===== config.mk =====
export PLATFORM = sky130hd
export DESIGN_NAME = flash_reset_dev_flat
export DESIGN_NICKNAME = d
export VERILOG_FILES = /design/src/shared/flash_seq_pkg.sv /design/src/shared/flash_reset_if.sv /design/src/verilog/flash_reset_dev.sv /design/src/flat_wrapper.sv
export SDC_FILE = /design/constraint.sdc
export NUM_CORES = 1
export LEC_CHECK = 0
export BUFFER_PORTS_ARGS = -buffer_cell sky130_fd_sc_hd__buf_4
export CORE_AREA = 2 2 72 74
export CTS_BUF_LIST = sky130_fd_sc_hd__clkbuf_8 sky130_fd_sc_hd__clkbuf_16
export DETAILED_ROUTE_END_ITERATION = 10
export DIE_AREA = 0 0 74 76
export GPL_TIMING_DRIVEN = 1
export PLACE_DENSITY = 0.71
export SLEW_MARGIN = 10
export SYNTH_ARGS = -nofsm -noshare
export SYNTH_HDL_FRONTEND = slang
export SYNTH_SLANG_ARGS = --single-unit

===== constraint.sdc =====
create_clock -name CLK_SYS -period 6.8 [get_ports CLK_SYS]
set_input_delay 0.34 -clock CLK_SYS [delete_from_list [all_inputs] [get_ports CLK_SYS]]
set_output_delay 0.34 -clock CLK_SYS [all_outputs]
set_load 0.02 [all_outputs]

===== src/shared/flash_seq_pkg.sv =====
package flash_seq_pkg;

  ////////////////////////////////////////////////////////////////////////////
  // Clock
  localparam int CLK_MHZ       = 25;
  localparam int CLK_PERIOD_NS = 40;

  ////////////////////////////////////////////////////////////////////////////
  // Times in their own units
  localparam int POWER_UP_WAIT_US        = 300;
  localparam int RECOVERY_INTERVAL_US    = 35;
  localparam int MIN_PULSE_WIDTH_NS      = 200;
  localparam int PRE_ASSERT_HIGH_TIME_NS = 50;
  localparam int POST_RELEASE_HOLD_NS    = 50;

  ////////////////////////////////////////////////////////////////////////////
  // Cycle counts: longest times round down, least times round up
  localparam int POWER_UP_WAIT_CYC = (POWER_UP_WAIT_US * CLK_MHZ) < 1 ? 1 :
                                     (POWER_UP_WAIT_US * CLK_MHZ);
  localparam int RECOVERY_CYC      = RECOVERY_INTERVAL_US * CLK_MHZ;
  localparam int MIN_PULSE_CYC     = (MIN_PULSE_WIDTH_NS + CLK_PERIOD_NS - 1) / CLK_PERIOD_NS;
  localparam int PRE_ASSERT_CYC    = (PRE_ASSERT_HIGH_TIME_NS + CLK_PERIOD_NS - 1)
                                     / CLK_PERIOD_NS;
  localparam int POST_HOLD_CYC     = (POST_RELEASE_HOLD_NS + CLK_PERIOD_NS - 1) / CLK_PERIOD_NS;
  // Host pulse chosen so that pulse plus hold covers the recovery interval
  localparam int HOST_PULSE_CYC    = (RECOVERY_CYC - POST_HOLD_CYC) > MIN_PULSE_CYC ?
                                     (RECOVERY_CYC - POST_HOLD_CYC) : MIN_PULSE_CYC;

  ////////////////////////////////////////////////////////////////////////////
  // Counters
  localparam int CNT_W = 16;
  typedef logic [CNT_W-1:0] count_t;
  localparam count_t CNT_ZERO = 16'h0000;
  localparam count_t CNT_ONE  = 16'h0001;

  ////////////////////////////////////////////////////////////////////////////
  // States
  typedef enum logic [2:0] {
    DEV_OFF,
    DEV_COLD,
    DEV_FAIL,
    DEV_HELD,
    DEV_READY,
    DEV_WARM
  } dev_state_t;

  typedef enum logic [1:0] {
    HST_POWER,
    HST_IDLE,
    HST_PULSE,
    HST_HOLD
  } host_state_t;

endpackage


===== src/shared/flash_reset_if.sv =====
`timescale 1ns/1ps
interface flash_reset_if;
  logic cs_n;
  logic reset_n;

  modport host (
    output cs_n,
    output reset_n
  );

  modport dev (
    input cs_n,
    input reset_n
  );
endinterface


===== src/verilog/flash_reset_dev.sv =====
// What this block does
// - Chip select low means active power
// - Stay active until pending operations finish
// - Cold reset runs power-up wait after supply
// - Power-up wait at most 300 microseconds
// - Host keeps select high during power-up
// - Reset pin ignored during cold reset
// - Reset low at end stays reset
// - Host holds reset high 50 ns first
// - Reset falling edge starts 35 us warm
// - Failed cold reset restarts on reset low
// - 200 ns low aborts, tri-states, ignores commands
// - Host raises select during recovery interval
// - Pulse plus hold covers recovery interval
// - End of power-up: standby, latch cleared
`timescale 1ns/1ps
module flash_reset_dev #(
  parameter int POWER_UP_CYC = flash_seq_pkg::POWER_UP_WAIT_CYC
) (
  input  wire logic    CLK_SYS,
  input  wire logic    RSTN,
  input  wire logic    CE,
  input  wire logic    SUPPLY_OK,
  input  wire logic    OP_PENDING,
  flash_reset_if.dev   LINK,
  output logic         ACTIVE_POWER,
  output logic         CMD_READY,
  output logic         OUT_EN,
  output logic         ABORT_OP,
  output logic         REG_INIT,
  output logic         WEL_CLEAR,
  output logic         POR_DONE
);

  ////////////////////////////////////////////////////////////////////////////
  // Declarations
  logic [1:0]                cs_sync_reg;
  logic [1:0]                rst_sync_reg;
  logic [1:0]                supply_sync_reg;
  logic                      cs_s;
  logic                      rst_s;
  logic                      supply_s;
  logic                      rst_d_reg;
  logic                      rst_fall;
  flash_seq_pkg::dev_state_t state_reg;
  flash_seq_pkg::count_t     cnt_reg;
  flash_seq_pkg::count_t     low_cnt_reg;
  logic                      cold_end;
  logic                      warm_start;
  logic                      pulse_long;

  ////////////////////////////////////////////////////////////////////////////
  // Pin synchronisers; only stage 1 is read by logic
  always_ff @(posedge CLK_SYS or negedge RSTN) begin
    if (!RSTN) begin
      cs_sync_reg     <= 2'h3;
      rst_sync_reg    <= 2'h3;
      supply_sync_reg <= 2'h0;
    end else if (CE) begin
      cs_sync_reg     <= {cs_sync_reg[0], LINK.cs_n};
      rst_sync_reg    <= {rst_sync_reg[0], LINK.reset_n};
      supply_sync_reg <= {supply_sync_reg[0], SUPPLY_OK};
    end
  end

  assign cs_s     = cs_sync_reg[1];
  assign rst_s    = rst_sync_reg[1];
  assign supply_s = supply_sync_reg[1];

  // Edge detector looks only at the settled stage
  always_ff @(posedge CLK_SYS or negedge RSTN) begin
    if (!RSTN) begin
      rst_d_reg <= 1'b1;
    end else if (CE) begin
      rst_d_reg <= rst_s;
    end
  end

  assign rst_fall = rst_d_reg && !rst_s;

  ////////////////////////////////////////////////////////////////////////////
  // Reset pulse width measure
  always_ff @(posedge CLK_SYS or negedge RSTN) begin
    if (!RSTN) begin
      low_cnt_reg <= flash_seq_pkg::CNT_ZERO;
    end else if (CE) begin
      if (rst_s) begin
        low_cnt_reg <= flash_seq_pkg::CNT_ZERO;
      end else if (low_cnt_reg < 16'(flash_seq_pkg::MIN_PULSE_CYC)) begin
        low_cnt_reg <= low_cnt_reg + flash_seq_pkg::CNT_ONE;
      end
    end
  end

  // True for one cycle, when the low level reaches the minimum width
  assign pulse_long = !rst_s && (low_cnt_reg == 16'(flash_seq_pkg::MIN_PULSE_CYC - 1));

  assign cold_end   = (state_reg == flash_seq_pkg::DEV_COLD) && supply_s &&
                      (cnt_reg == 16'(POWER_UP_CYC - 1));
  assign warm_start = (state_reg == flash_seq_pkg::DEV_READY) && supply_s && rst_fall;

  ////////////////////////////////////////////////////////////////////////////
  // Reset sequencer
  always_ff @(posedge CLK_SYS or negedge RSTN) begin
    if (!RSTN) begin
      state_reg <= flash_seq_pkg::DEV_OFF;
      cnt_reg   <= flash_seq_pkg::CNT_ZERO;
    end else if (CE) begin
      case (state_reg)
        flash_seq_pkg::DEV_OFF: begin
          cnt_reg <= flash_seq_pkg::CNT_ZERO;
          if (supply_s) begin
            state_reg <= flash_seq_pkg::DEV_COLD;
          end
        end
        flash_seq_pkg::DEV_COLD: begin
          // Reset pin not looked at until the wait has run out
          if (!supply_s) begin
            state_reg <= flash_seq_pkg::DEV_FAIL;
            cnt_reg   <= flash_seq_pkg::CNT_ZERO;
          end else if (cold_end) begin
            state_reg <= rst_s ? flash_seq_pkg::DEV_READY
                               : flash_seq_pkg::DEV_HELD;
            cnt_reg   <= flash_seq_pkg::CNT_ZERO;
          end else begin
            cnt_reg <= cnt_reg + flash_seq_pkg::CNT_ONE;
          end
        end
        flash_seq_pkg::DEV_FAIL: begin
          // A broken cold start is only repaired by the reset pin
          cnt_reg <= flash_seq_pkg::CNT_ZERO;
          if (supply_s && !rst_s) begin
            state_reg <= flash_seq_pkg::DEV_COLD;
          end
        end
        flash_seq_pkg::DEV_HELD: begin
          cnt_reg <= flash_seq_pkg::CNT_ZERO;
          if (!supply_s) begin
            state_reg <= flash_seq_pkg::DEV_OFF;
          end else if (rst_s) begin
            state_reg <= flash_seq_pkg::DEV_READY;
          end
        end
        flash_seq_pkg::DEV_READY: begin
          cnt_reg <= flash_seq_pkg::CNT_ZERO;
          if (!supply_s) begin
            state_reg <= flash_seq_pkg::DEV_OFF;
          end else if (warm_start) begin
            state_reg <= flash_seq_pkg::DEV_WARM;
          end
        end
        flash_seq_pkg::DEV_WARM: begin
          if (!supply_s) begin
            state_reg <= flash_seq_pkg::DEV_OFF;
            cnt_reg   <= flash_seq_pkg::CNT_ZERO;
          end else if (cnt_reg >= 16'(flash_seq_pkg::RECOVERY_CYC - 1)) begin
            // Pin still low past recovery keeps the part in reset
            state_reg <= rst_s ? flash_seq_pkg::DEV_READY
                               : flash_seq_pkg::DEV_HELD;
            cnt_reg   <= flash_seq_pkg::CNT_ZERO;
          end else begin
            cnt_reg <= cnt_reg + flash_seq_pkg::CNT_ONE;
          end
        end
        default: begin
          state_reg <= flash_seq_pkg::DEV_OFF;
          cnt_reg   <= flash_seq_pkg::CNT_ZERO;
        end
      endcase
    end
  end

  ////////////////////////////////////////////////////////////////////////////
  // Reinitialise pulses
  always_ff @(posedge CLK_SYS or negedge RSTN) begin
    if (!RSTN) begin
      REG_INIT  <= 1'b0;
      WEL_CLEAR <= 1'b0;
      ABORT_OP  <= 1'b0;
    end else if (CE) begin
      REG_INIT  <= cold_end || warm_start;
      WEL_CLEAR <= cold_end || warm_start;
      ABORT_OP  <= pulse_long && (state_reg == flash_seq_pkg::DEV_WARM);
    end
  end

  ////////////////////////////////////////////////////////////////////////////
  // Power mode and interface status
  // Pending work keeps the part active even with select high
  always_ff @(posedge CLK_SYS or negedge RSTN) begin
    if (!RSTN) begin
      ACTIVE_POWER <= 1'b0;
      CMD_READY    <= 1'b0;
      OUT_EN       <= 1'b0;
      POR_DONE     <= 1'b0;
    end else if (CE) begin
      case (state_reg)
        flash_seq_pkg::DEV_READY: begin
          ACTIVE_POWER <= !cs_s || OP_PENDING;
          CMD_READY    <= rst_s && !rst_fall;
          OUT_EN       <= !cs_s && rst_s;
          POR_DONE     <= 1'b1;
        end
        flash_seq_pkg::DEV_COLD: begin
          ACTIVE_POWER <= 1'b1;
          CMD_READY    <= 1'b0;
          OUT_EN       <= 1'b0;
          POR_DONE     <= 1'b0;
        end
        flash_seq_pkg::DEV_WARM: begin
          ACTIVE_POWER <= 1'b1;
          CMD_READY    <= 1'b0;
          OUT_EN       <= 1'b0;
          POR_DONE     <= 1'b1;
        end
        flash_seq_pkg::DEV_HELD: begin
          ACTIVE_POWER <= 1'b0;
          CMD_READY    <= 1'b0;
          OUT_EN       <= 1'b0;
          POR_DONE     <= 1'b1;
        end
        default: begin
          ACTIVE_POWER <= 1'b0;
          CMD_READY    <= 1'b0;
          OUT_EN       <= 1'b0;
          POR_DONE     <= 1'b0;
        end
      endcase
    end
  end

endmodule // flash_reset_dev


===== src/flat_wrapper.sv =====
// flat-port wrapper written by rule: the top's interface ports become plain ports
module flash_reset_dev_flat 
#(
  parameter int POWER_UP_CYC = flash_seq_pkg::POWER_UP_WAIT_CYC
)
  (CLK_SYS, RSTN, CE, SUPPLY_OK, OP_PENDING, ACTIVE_POWER, CMD_READY, OUT_EN, ABORT_OP, REG_INIT, WEL_CLEAR, POR_DONE, LINK_cs_n, LINK_reset_n);
  flash_reset_if LINK_i ();
  input  wire logic CLK_SYS;
  input  wire logic RSTN;
  input  wire logic CE;
  input  wire logic SUPPLY_OK;
  input  wire logic OP_PENDING;
  output logic ACTIVE_POWER;
  output logic CMD_READY;
  output logic OUT_EN;
  output logic ABORT_OP;
  output logic REG_INIT;
  output logic WEL_CLEAR;
  output logic POR_DONE;
  input wire logic [$bits(LINK_i.cs_n)-1:0] LINK_cs_n;
  input wire logic [$bits(LINK_i.reset_n)-1:0] LINK_reset_n;
  assign LINK_i.cs_n = LINK_cs_n;
  assign LINK_i.reset_n = LINK_reset_n;
  flash_reset_dev #(.POWER_UP_CYC(POWER_UP_CYC)) u_core (.CLK_SYS(CLK_SYS), .RSTN(RSTN), .CE(CE), .SUPPLY_OK(SUPPLY_OK), .OP_PENDING(OP_PENDING), .LINK(LINK_i), .ACTIVE_POWER(ACTIVE_POWER), .CMD_READY(CMD_READY), .OUT_EN(OUT_EN), .ABORT_OP(ABORT_OP), .REG_INIT(REG_INIT), .WEL_CLEAR(WEL_CLEAR), .POR_DONE(POR_DONE));
endmodule

; After elaboration in Yosys (flattened, before gate mapping)
; Cells that the tools add are included.
[classes]
n_addsub = 2
n_lt_le_gt_ge = 2
n_eq_ne = 13
n_mux = 23
n_reduce_logical = 21
[op_table]
columns = operator, n
row1 = 16-bit 2-to-1 mux, 6
row2 = 3-bit 2-to-1 mux, 11
row3 = "16-bit by 1-bit adder with 16-bit output, second input constant", 2
row4 = 16-bit one-hot mux with 2 select lines, 1
row5 = 3-bit one-hot mux with 6 select lines, 1
row6 = "16-bit by 13-bit equality test with 1-bit output, second input constant", 1
row7 = "16-bit by 3-bit equality test with 1-bit output, second input constant", 1
row8 = "16-bit by 10-bit >= comparator with 1-bit output, second input constant", 1
row9 = "16-bit by 3-bit < comparator with 1-bit output, second input constant", 1
row10 = 1-bit logical AND, 10
row11 = "3-bit inequality test, second input constant", 3
row12 = 7-bit AND reduction, 1
row13 = "3-bit by 2-bit equality test with 1-bit output, second input constant", 2
row14 = "3-bit equality test, second input constant", 2
row15 = "2-bit by 1-bit inequality test with 1-bit output, second input constant", 2
row16 = "3-bit by 1-bit equality test with 1-bit output, second input constant", 1
row17 = 1-bit zero test, 3
row18 = 3-bit zero test, 1
row19 = 1-bit 2-to-1 mux, 3
row20 = "3-bit by 2-bit inequality test with 1-bit output, second input constant", 1
row21 = 3-bit OR reduction, 1
row22 = 1-bit logical OR, 2
row23 = 1-bit one-hot mux with 2 select lines, 1
row24 = 2-bit AND reduction, 1
row25 = 2 further kinds, 2
[totals]
reg_bits = 48
inputBits = 7
out_inout_bits = 7
elab_cells = 74

; Logic depth before layout (Yosys ltp)
; Gate-level depths: netlist (run 1).
[logic_depth]
ltp_word = 6
ltp_mapped = 8
depth_no_buf = 7

; Least setup slack after synthesis (run 1)
; OpenSTA, ideal clock, no wires.
[synth_path]
path_kind = reg2reg
from = reg u_core.cnt_reg[10]
to = reg u_core.state_reg[1]
setup_time_ns = 0.125
t_arrival_ns = 2.072
slack_ns = 4.603
path_stages_with_launch = 7
path_buffers = 1
path_cell_list = dfrtp_1 -> buf_6 -> or3_1 -> or4_4 -> a31oi_4 -> or3_1 -> mux2_2
[synth_between]
elab_chain_len = 4
elab_cells_between_ends = 6
cone_classes = order compare (1) / eq/ne (3) / reduce/logical (2)
[synth_rtl]
columns = element, line_no
row1 = start: declaration, flash_reset_dev.sv:46  ; flash_seq_pkg::count_t cnt_reg;
row2 = start signal: assignment, flash_reset_dev.sv:107  ; cnt_reg <= flash_seq_pkg::CNT_ZERO;
row3 = start signal: assignment, flash_reset_dev.sv:111  ; cnt_reg <= flash_seq_pkg::CNT_ZERO;
row4 = start signal: assignment, flash_reset_dev.sv:120  ; cnt_reg <= flash_seq_pkg::CNT_ZERO;
row5 = "parallel branches: the longest is 3 deep, another holds 16-bit by 10-bit >= comparator with 1-bit output", -
row6 = 7-bit AND reduction (no source line) *, -
row7 = end signal: assignment, flash_reset_dev.sv:106  ; state_reg <= flash_seq_pkg::DEV_OFF;
row8 = end signal: assignment, flash_reset_dev.sv:113  ; state_reg <= flash_seq_pkg::DEV_COLD;
row9 = end signal: assignment, flash_reset_dev.sv:119  ; state_reg <= flash_seq_pkg::DEV_FAIL;
row10 = end: declaration, flash_reset_dev.sv:45  ; flash_seq_pkg::dev_state_t state_reg;
; Every way passes the cells marked *.
; A chain may end at the register's enable or synchronous reset.

; Final worst setup path (run 1)
; Same ends and word-level chain as after synthesis.

==> impl_metrics.ini, run 1 <==
[status]
status = finished clean

[sta]
rsz0062_at_grt = false
period_needed_ns = 2.67
skew_ns = 0.00542
period_share = 0.392
hold_viol_final = 0
maxSlewHeadroom = 0.242
timing.final.max_slew_violations = 0
setup_viol = 0
setup-tns-final_ns = 0
hold_slack_ns = 0.0159
max_freq_ghz = 0.375
worstMarginPinSlew_ns = 1.14

[logic_synthesis]
synth.largest_area_cell = dfrtp_1
avgSynthCellArea_um2 = 9.58
async_flop_share = 1.00
ys_seq_area_frac = 0.472
netlist_area_mm2 = 0.00256
synth_edf_count = 0
synth_warnings = 0
synth_area_leaders = dfrtp_1, dfstp_2, o211ai_1, o2111ai_1, nand2_1
ys_top_cells_by_count = dfrtp_1, nand2_1, inv_1, nor2_1, clkbuf_1
synth_top_area_share = 0.421
synth_cells = 267
ys_seq_elements = 48
ys_types = 49
syn_nets = 278
yosys_most_used_dff = dfrtp_1
synth_most_common_cell = dfrtp_1

[clock_network]
cts_setup_buffers = 0
cts_max_level = 2
clk-insertion-delay-late_ns = 0.30
cts_tree = done
hold_buffers = 0
cts_buffers = 5
clock_sinks = 48
cts-root-buf = clkbuf_8
clk_pin_slew_worst_paths_ns = 0.09
cts_buffer_depth = 2
ctsResizeCount = 0

[final_layout]
nNetsFinal = 278
drive_gt1_frac = 0.142
diodes = 0
final-instance-count-excl-fill = 338
areaGrowthSynthToFinish_pct = 7.14
fin_area_mm2 = 0.00274
fin_util = 0.558

[route]
detailroute.via_count = 1969
wl_per_cell_um = 14.7
ant_nets = 0
drc = 0
dr.first_iter.drc_count = 195
wl_um = 4970
viasPerCell = 5.83
dr.pass1.iters = 4

[worst_setup_path]
rr_worst_depth = 5
cp.required_ns = 7.00
reg2reg_from = u_core.cnt_reg[10]$_DFFE_PN0P_
crit_slowest_cell = a31oi_4
cp_max_fo = 27
start_kind = flop
timing.rr.end = u_core.state_reg[1]$_DFFE_PN0P_
cpMostUsedCell = or3_1
rrSetupSlack_ns = 4.13
worstSetupEndpointType = flop
path_delay_family = simple AND/OR/NAND/NOR gates
worstSetupPathType = flop to flop
cp_num_buf_inv = 0
worst_path_largest_cell_delay_ns = 0.59
cp_cell_sequence = or3_1 -> or4_4 -> a31oi_4 -> or3_1 -> mux2_2
critical_path_arrival_ns = 2.86

[flow_run]
drv_cap = 0

[floorplan]
io_pins = 14
placementRows = 26
die_w_um = 74
die_h_um = 76
die-area_mm2 = 0.00562
initial_core_util = 0.521
coreArea_mm2 = 0.00491

[placed_design]
placed_area_mm2 = 0.00266
dp_hpwl_um = 3280
gp_congestion = 0.841
dp.cells = 330
io_buffer_count = 13

[grt]
grt_overflow = 0
grt_pass1_wl_um = 8870
grt_pass1_vias = 1854
grt_antenna_before_repair = 0
grt_max_degree = 49
grt_util_all_layers = 0.199

[min_path]
hp-class = input pin to async pin

[power_and_ir_drop]
ir_drop_mv = 0.203
leakage_nw = 1.23
p_per_area_mw_per_mm2 = 250
worst register-to-register path: stages, from the launching register on:
cell and delay, ns:
dfrtp_1 0.46, or3_1 0.38, or4_4 0.55, a31oi_4 0.59, or3_1 0.25, mux2_2 0.33
cell usage in the layout (no fill, tap or decap), types with 5 or more instances in the layout:
cell	count
a21oi_1	6
and2_1	12
buf_4	14
clkbuf_8	5
dfrtp_1	43
dfstp_2	5
inv_1	19
mux2_2	6
nand2_1	21
nand3_1	10
nand4_1	5
nor2_1	17
nor3_1	10
nor4_1	5
o2111ai_1	10
o211ai_1	13
o21ai_0	6
or3_1	6
metal layers:
metal / track usage / part of all wire / wire (um)
met5: 0 / 0 / 0
met3: 0.0410 / 0.052 / 256
met4: 0.0636 / 0.010 / 52
met1: 0.298 / 0.48 / 2390
met2: 0.288 / 0.46 / 2260
per-stage QoR:
| step | setup slack (ns) | power [mW] |
|---|---|---|
| after CTS | 4.14 | 0.690 |
| after global placement | 4.21 | 0.517 |
| after detailed placement | 4.14 | 0.522 |
| final | 4.13 | 0.685 |
| after floorplan | 4.60 | 0.474 |
| after global routing | 3.92 | 0.729 |
power breakdown:
part	total (mW)	switching (mW)	leakage [nW]	internal, mW
sequential	0.357	0.0411	0.638	0.316
clock	0.167	0.0963	0.0453	0.0705
combinational	0.161	0.0959	0.549	0.0647
total	0.685	0.233	1.23	0.451
worst max path at each step:
| stage | from | to | slack, ns | depth (start not counted) |
|---|---|---|---|---|
| 2_1_floorplan | u_core.cnt_reg[10]$_DFFE_PN0P_ | u_core.state_reg[1]$_DFFE_PN0P_ | 4.60 | 6 |
| 3_3_place_gp | u_core.cnt_reg[10]$_DFFE_PN0P_ | u_core.state_reg[1]$_DFFE_PN0P_ | 4.21 | 5 |
| 3_5_place_dp | u_core.cnt_reg[10]$_DFFE_PN0P_ | u_core.state_reg[1]$_DFFE_PN0P_ | 4.14 | 5 |
| 4_1_cts | u_core.cnt_reg[10]$_DFFE_PN0P_ | u_core.state_reg[1]$_DFFE_PN0P_ | 4.14 | 5 |
| 5_1_grt | u_core.state_reg[0]$_DFFE_PN0P_ | u_core.cnt_reg[14]$_DFFE_PN0P_ | 3.92 | 5 |
| 6_report | u_core.cnt_reg[10]$_DFFE_PN0P_ | u_core.state_reg[1]$_DFFE_PN0P_ | 4.13 | 5 |
layout make-up:
| class | instances | area (um2) |
|---|---|---|
| clock inverters | 3 | 16.3 |
| multi-input cells | 180 | 1190 |
| flip-flops and latches | 48 | 1210 |
| clock buffers | 5 | 68.8 |
| inverters | 18 | 67.6 |
| well taps | 70 | 87.6 |
| fillers | 437 | 2170 |
| repair buffers | 14 | 105 |
logic make-up after synthesis:
| kind of cell | share of synthesized area |
|---|---|
| and+or+nand+nor | 0.209 |
| AOI/OAI and AO/OA | 0.193 |
| DFF | 0.472 |
| buffers and inverters | 0.0650 |
| muxes | 0.0342 |
| adders and majority gates | 0.0196 |
| xor gates and xnor gates | 0.00685 |
Power figures use the tool's default switching activity.
==> run 2: changes to the inputs <==
==> constraint.sdc (replaced) <==
create_clock -name CLK_SYS -period 2.6 [get_ports CLK_SYS]
set_input_delay 0.13 -clock CLK_SYS [delete_from_list [all_inputs] [get_ports CLK_SYS]]
set_output_delay 0.13 -clock CLK_SYS [all_outputs]
set_load 0.02 [all_outputs]
==> run 2 against run 1 <==
  * Via count is 0.86% lower
  * Wire length grew 2.5%
  * Clock power grew to 2.9 times the previous value
  * Global-route usage is 0.45 points higher
  * Combinational power rose to 2.9 times the previous value
  * Clock-buffer cell count up 1
  * Fmax increased by 17%
  * Register-to-register slack worse by 3.8 ns
  * Power rose to 2.7 times the previous value
  * Critical path depth is the same
  * Cell count up 1.8%
  * Sequential power grew to 2.6 times the previous value
  * Largest power group unchanged
==> impl_metrics.ini, run 2 (same netlist as run 1, synthesis figures left out) <==
[grt]
grt_overflow = 0
met1_usage = 0.316
grt_util_all_layers = 0.204
grt_max_degree = 49
grt_pass1_wl_um = 8940
grt_pass1_vias = 1842
met3_usage = 0.0357
busiest_layer = met1
grt_antenna_before_repair = 0
use_met2 = 0.277

[route]
dr.first_iter.drc_count = 198
viasPerCell = 5.67
wl_per_cell_um = 14.8
dr.pass1.iters = 4
detailroute.via_count = 1952
drc = 0
wl_um = 5090
ant_nets = 0

[floorplan]
coreArea_mm2 = 0.00491
placementRows = 26
die_h_um = 76
io_pins = 14
die_w_um = 74
die-area_mm2 = 0.00562
initial_core_util = 0.521

[sta]
timing.final.max_slew_violations = 0
skew_ns = 0.0110
period_needed_ns = 2.27
hold_viol_final = 0
max_freq_ghz = 0.440
hold_slack_ns = 0.0488
rsz0062_at_grt = false
worstMarginPinSlew_ns = 0.590
period_share = 0.875
maxSlewHeadroom = 0.607
setup_viol = 0
setup-tns-final_ns = 0

[worst_setup_path]
start_kind = flop
cp_max_fo = 14
cp.required_ns = 2.81
worstSetupEndpointType = flop
worstSetupPathType = flop to flop
critical_path_arrival_ns = 2.48

[clock_network]
clk-insertion-delay-late_ns = 0.31
clock_sinks = 48
cts_setup_buffers = 0
cts_buffers = 5
cts_tree = done
cts_buffer_depth = 2
cts_max_level = 2
ctsResizeCount = 0
clk_pin_slew_worst_paths_ns = 0.09
cts-root-buf = clkbuf_8

[power_and_ir_drop]
pwr-share-clk = 0.258
leakage_nw = 1.27
p_per_area_mw_per_mm2 = 663
netSwitchingFraction = 0.336
ir_drop_mv = 0.406
power_mw = 1.86
power.net_switching_mw = 0.624
seqPwrFrac = 0.492
power.internal_mw = 1.23
p_comb_frac = 0.250

[final_layout]
final-instance-count-excl-fill = 344
fin_area_mm2 = 0.00280
fillerInstances = 428
areaGrowthSynthToFinish_pct = 9.44
drive_gt1_frac = 0.161
final_cell_mix = dfrtp_1, nand2_1, buf_4
nNetsFinal = 284
diodes = 0
mostFrequentLayoutCell = dfrtp_1

[min_path]
hp-class = input pin to flop

[status]
status = finished clean

[placed_design]
placed_area_mm2 = 0.00269
dp.cells = 335
io_buffer_count = 13
dp_hpwl_um = 3390
gp_congestion = 0.828

[flow_run]
drv_cap = 0
==> run 2: cell count changes in the layout (fill, tap and decap cells not counted) <==
| cell | before | now |
|---|---|---|
| buf_4 | 14 | 19 |
| clkbuf_8 | 5 | 6 |
| clkinvlp_4 | 1 | 0 |
| dlygate4sd3_1 | 0 | 1 |
| inv_1 | 19 | 18 |
| inv_6 | 0 | 1 |
==> run 2: final cells by class <==
cell class	instances	area (um2)	share of cell area
well taps	70	87.6	0.0313
clock buffers	6	82.6	0.0295
clock inverters	2	13.8	0.00492
inverters	18	67.6	0.0241
multi-input cells	180	1190	0.424
flip-flops and latches	48	1210	0.431
repair buffers	20	153	0.0545
==> run 2: per-layer routing <==
layer,vias up,share of wire
met3,6,0.028
met2,28,0.45
met4,0,0.015
met5,-,0
li1,985,-
met1,933,0.51
==> run 2: what timing repair did <==
item	in CTS	in global routing
endpoints found under the setup margin	0	0
hold buffers	1	0
hold endpoints to repair	43	0
==> run 2: power groups by stage <==
stage,combinational (mW),clock [mW],sequential [mW]
global placement,0.454,0,0.925
floorplan,0.329,0,0.911
detailed placement,0.461,0,0.926
global route,0.523,0.524,0.928
CTS,0.464,0.493,0.912
finish,0.465,0.478,0.913
==> run 2: worst max-delay path, stage by stage, from the launching register on <==
cell and delay (ns):
dfrtp_1 0.41, or3_1 0.41, nor4_1 0.36, a21oi_2 0.24, or4_1 0.56, a21o_1 0.19
==> run 2: final timing paths <==
| path | startpoint | endpoint | slack, ns | cells after the start |
|---|---|---|---|---|
| max reg2reg | u_core.cnt_reg[13]$_DFFE_PN0P_ | u_core.state_reg[0]$_DFFE_PN0P_ | 0.33 | 5 |
| min | LINK_cs_n | u_core.cs_sync_reg[0]$_DFFE_PN1P_ | 0.05 | 2 |
| max | u_core.cnt_reg[13]$_DFFE_PN0P_ | u_core.state_reg[0]$_DFFE_PN0P_ | 0.33 | 5 |
| min in group asynchronous | RSTN | u_core.cnt_reg[5]$_DFFE_PN0P_ | 0.35 | 2 |
| max in group asynchronous | RSTN | u_core.low_cnt_reg[3]$_DFFE_PN0P_ | 1.83 | 2 |
| min reg2reg | u_core.low_cnt_reg[4]$_DFFE_PN0P_ | u_core.low_cnt_reg[4]$_DFFE_PN0P_ | 0.49 | 1 |
==> run 2: through the flow <==
step / util / setup slack, ns
2_1_floorplan: - / 0.403
3_3_place_gp: 0.548 / 0.380
3_5_place_dp: 0.548 / 0.334
4_1_cts: 0.570 / 0.322
5_1_grt: 0.570 / 0.153
6_report: 0.570 / 0.325
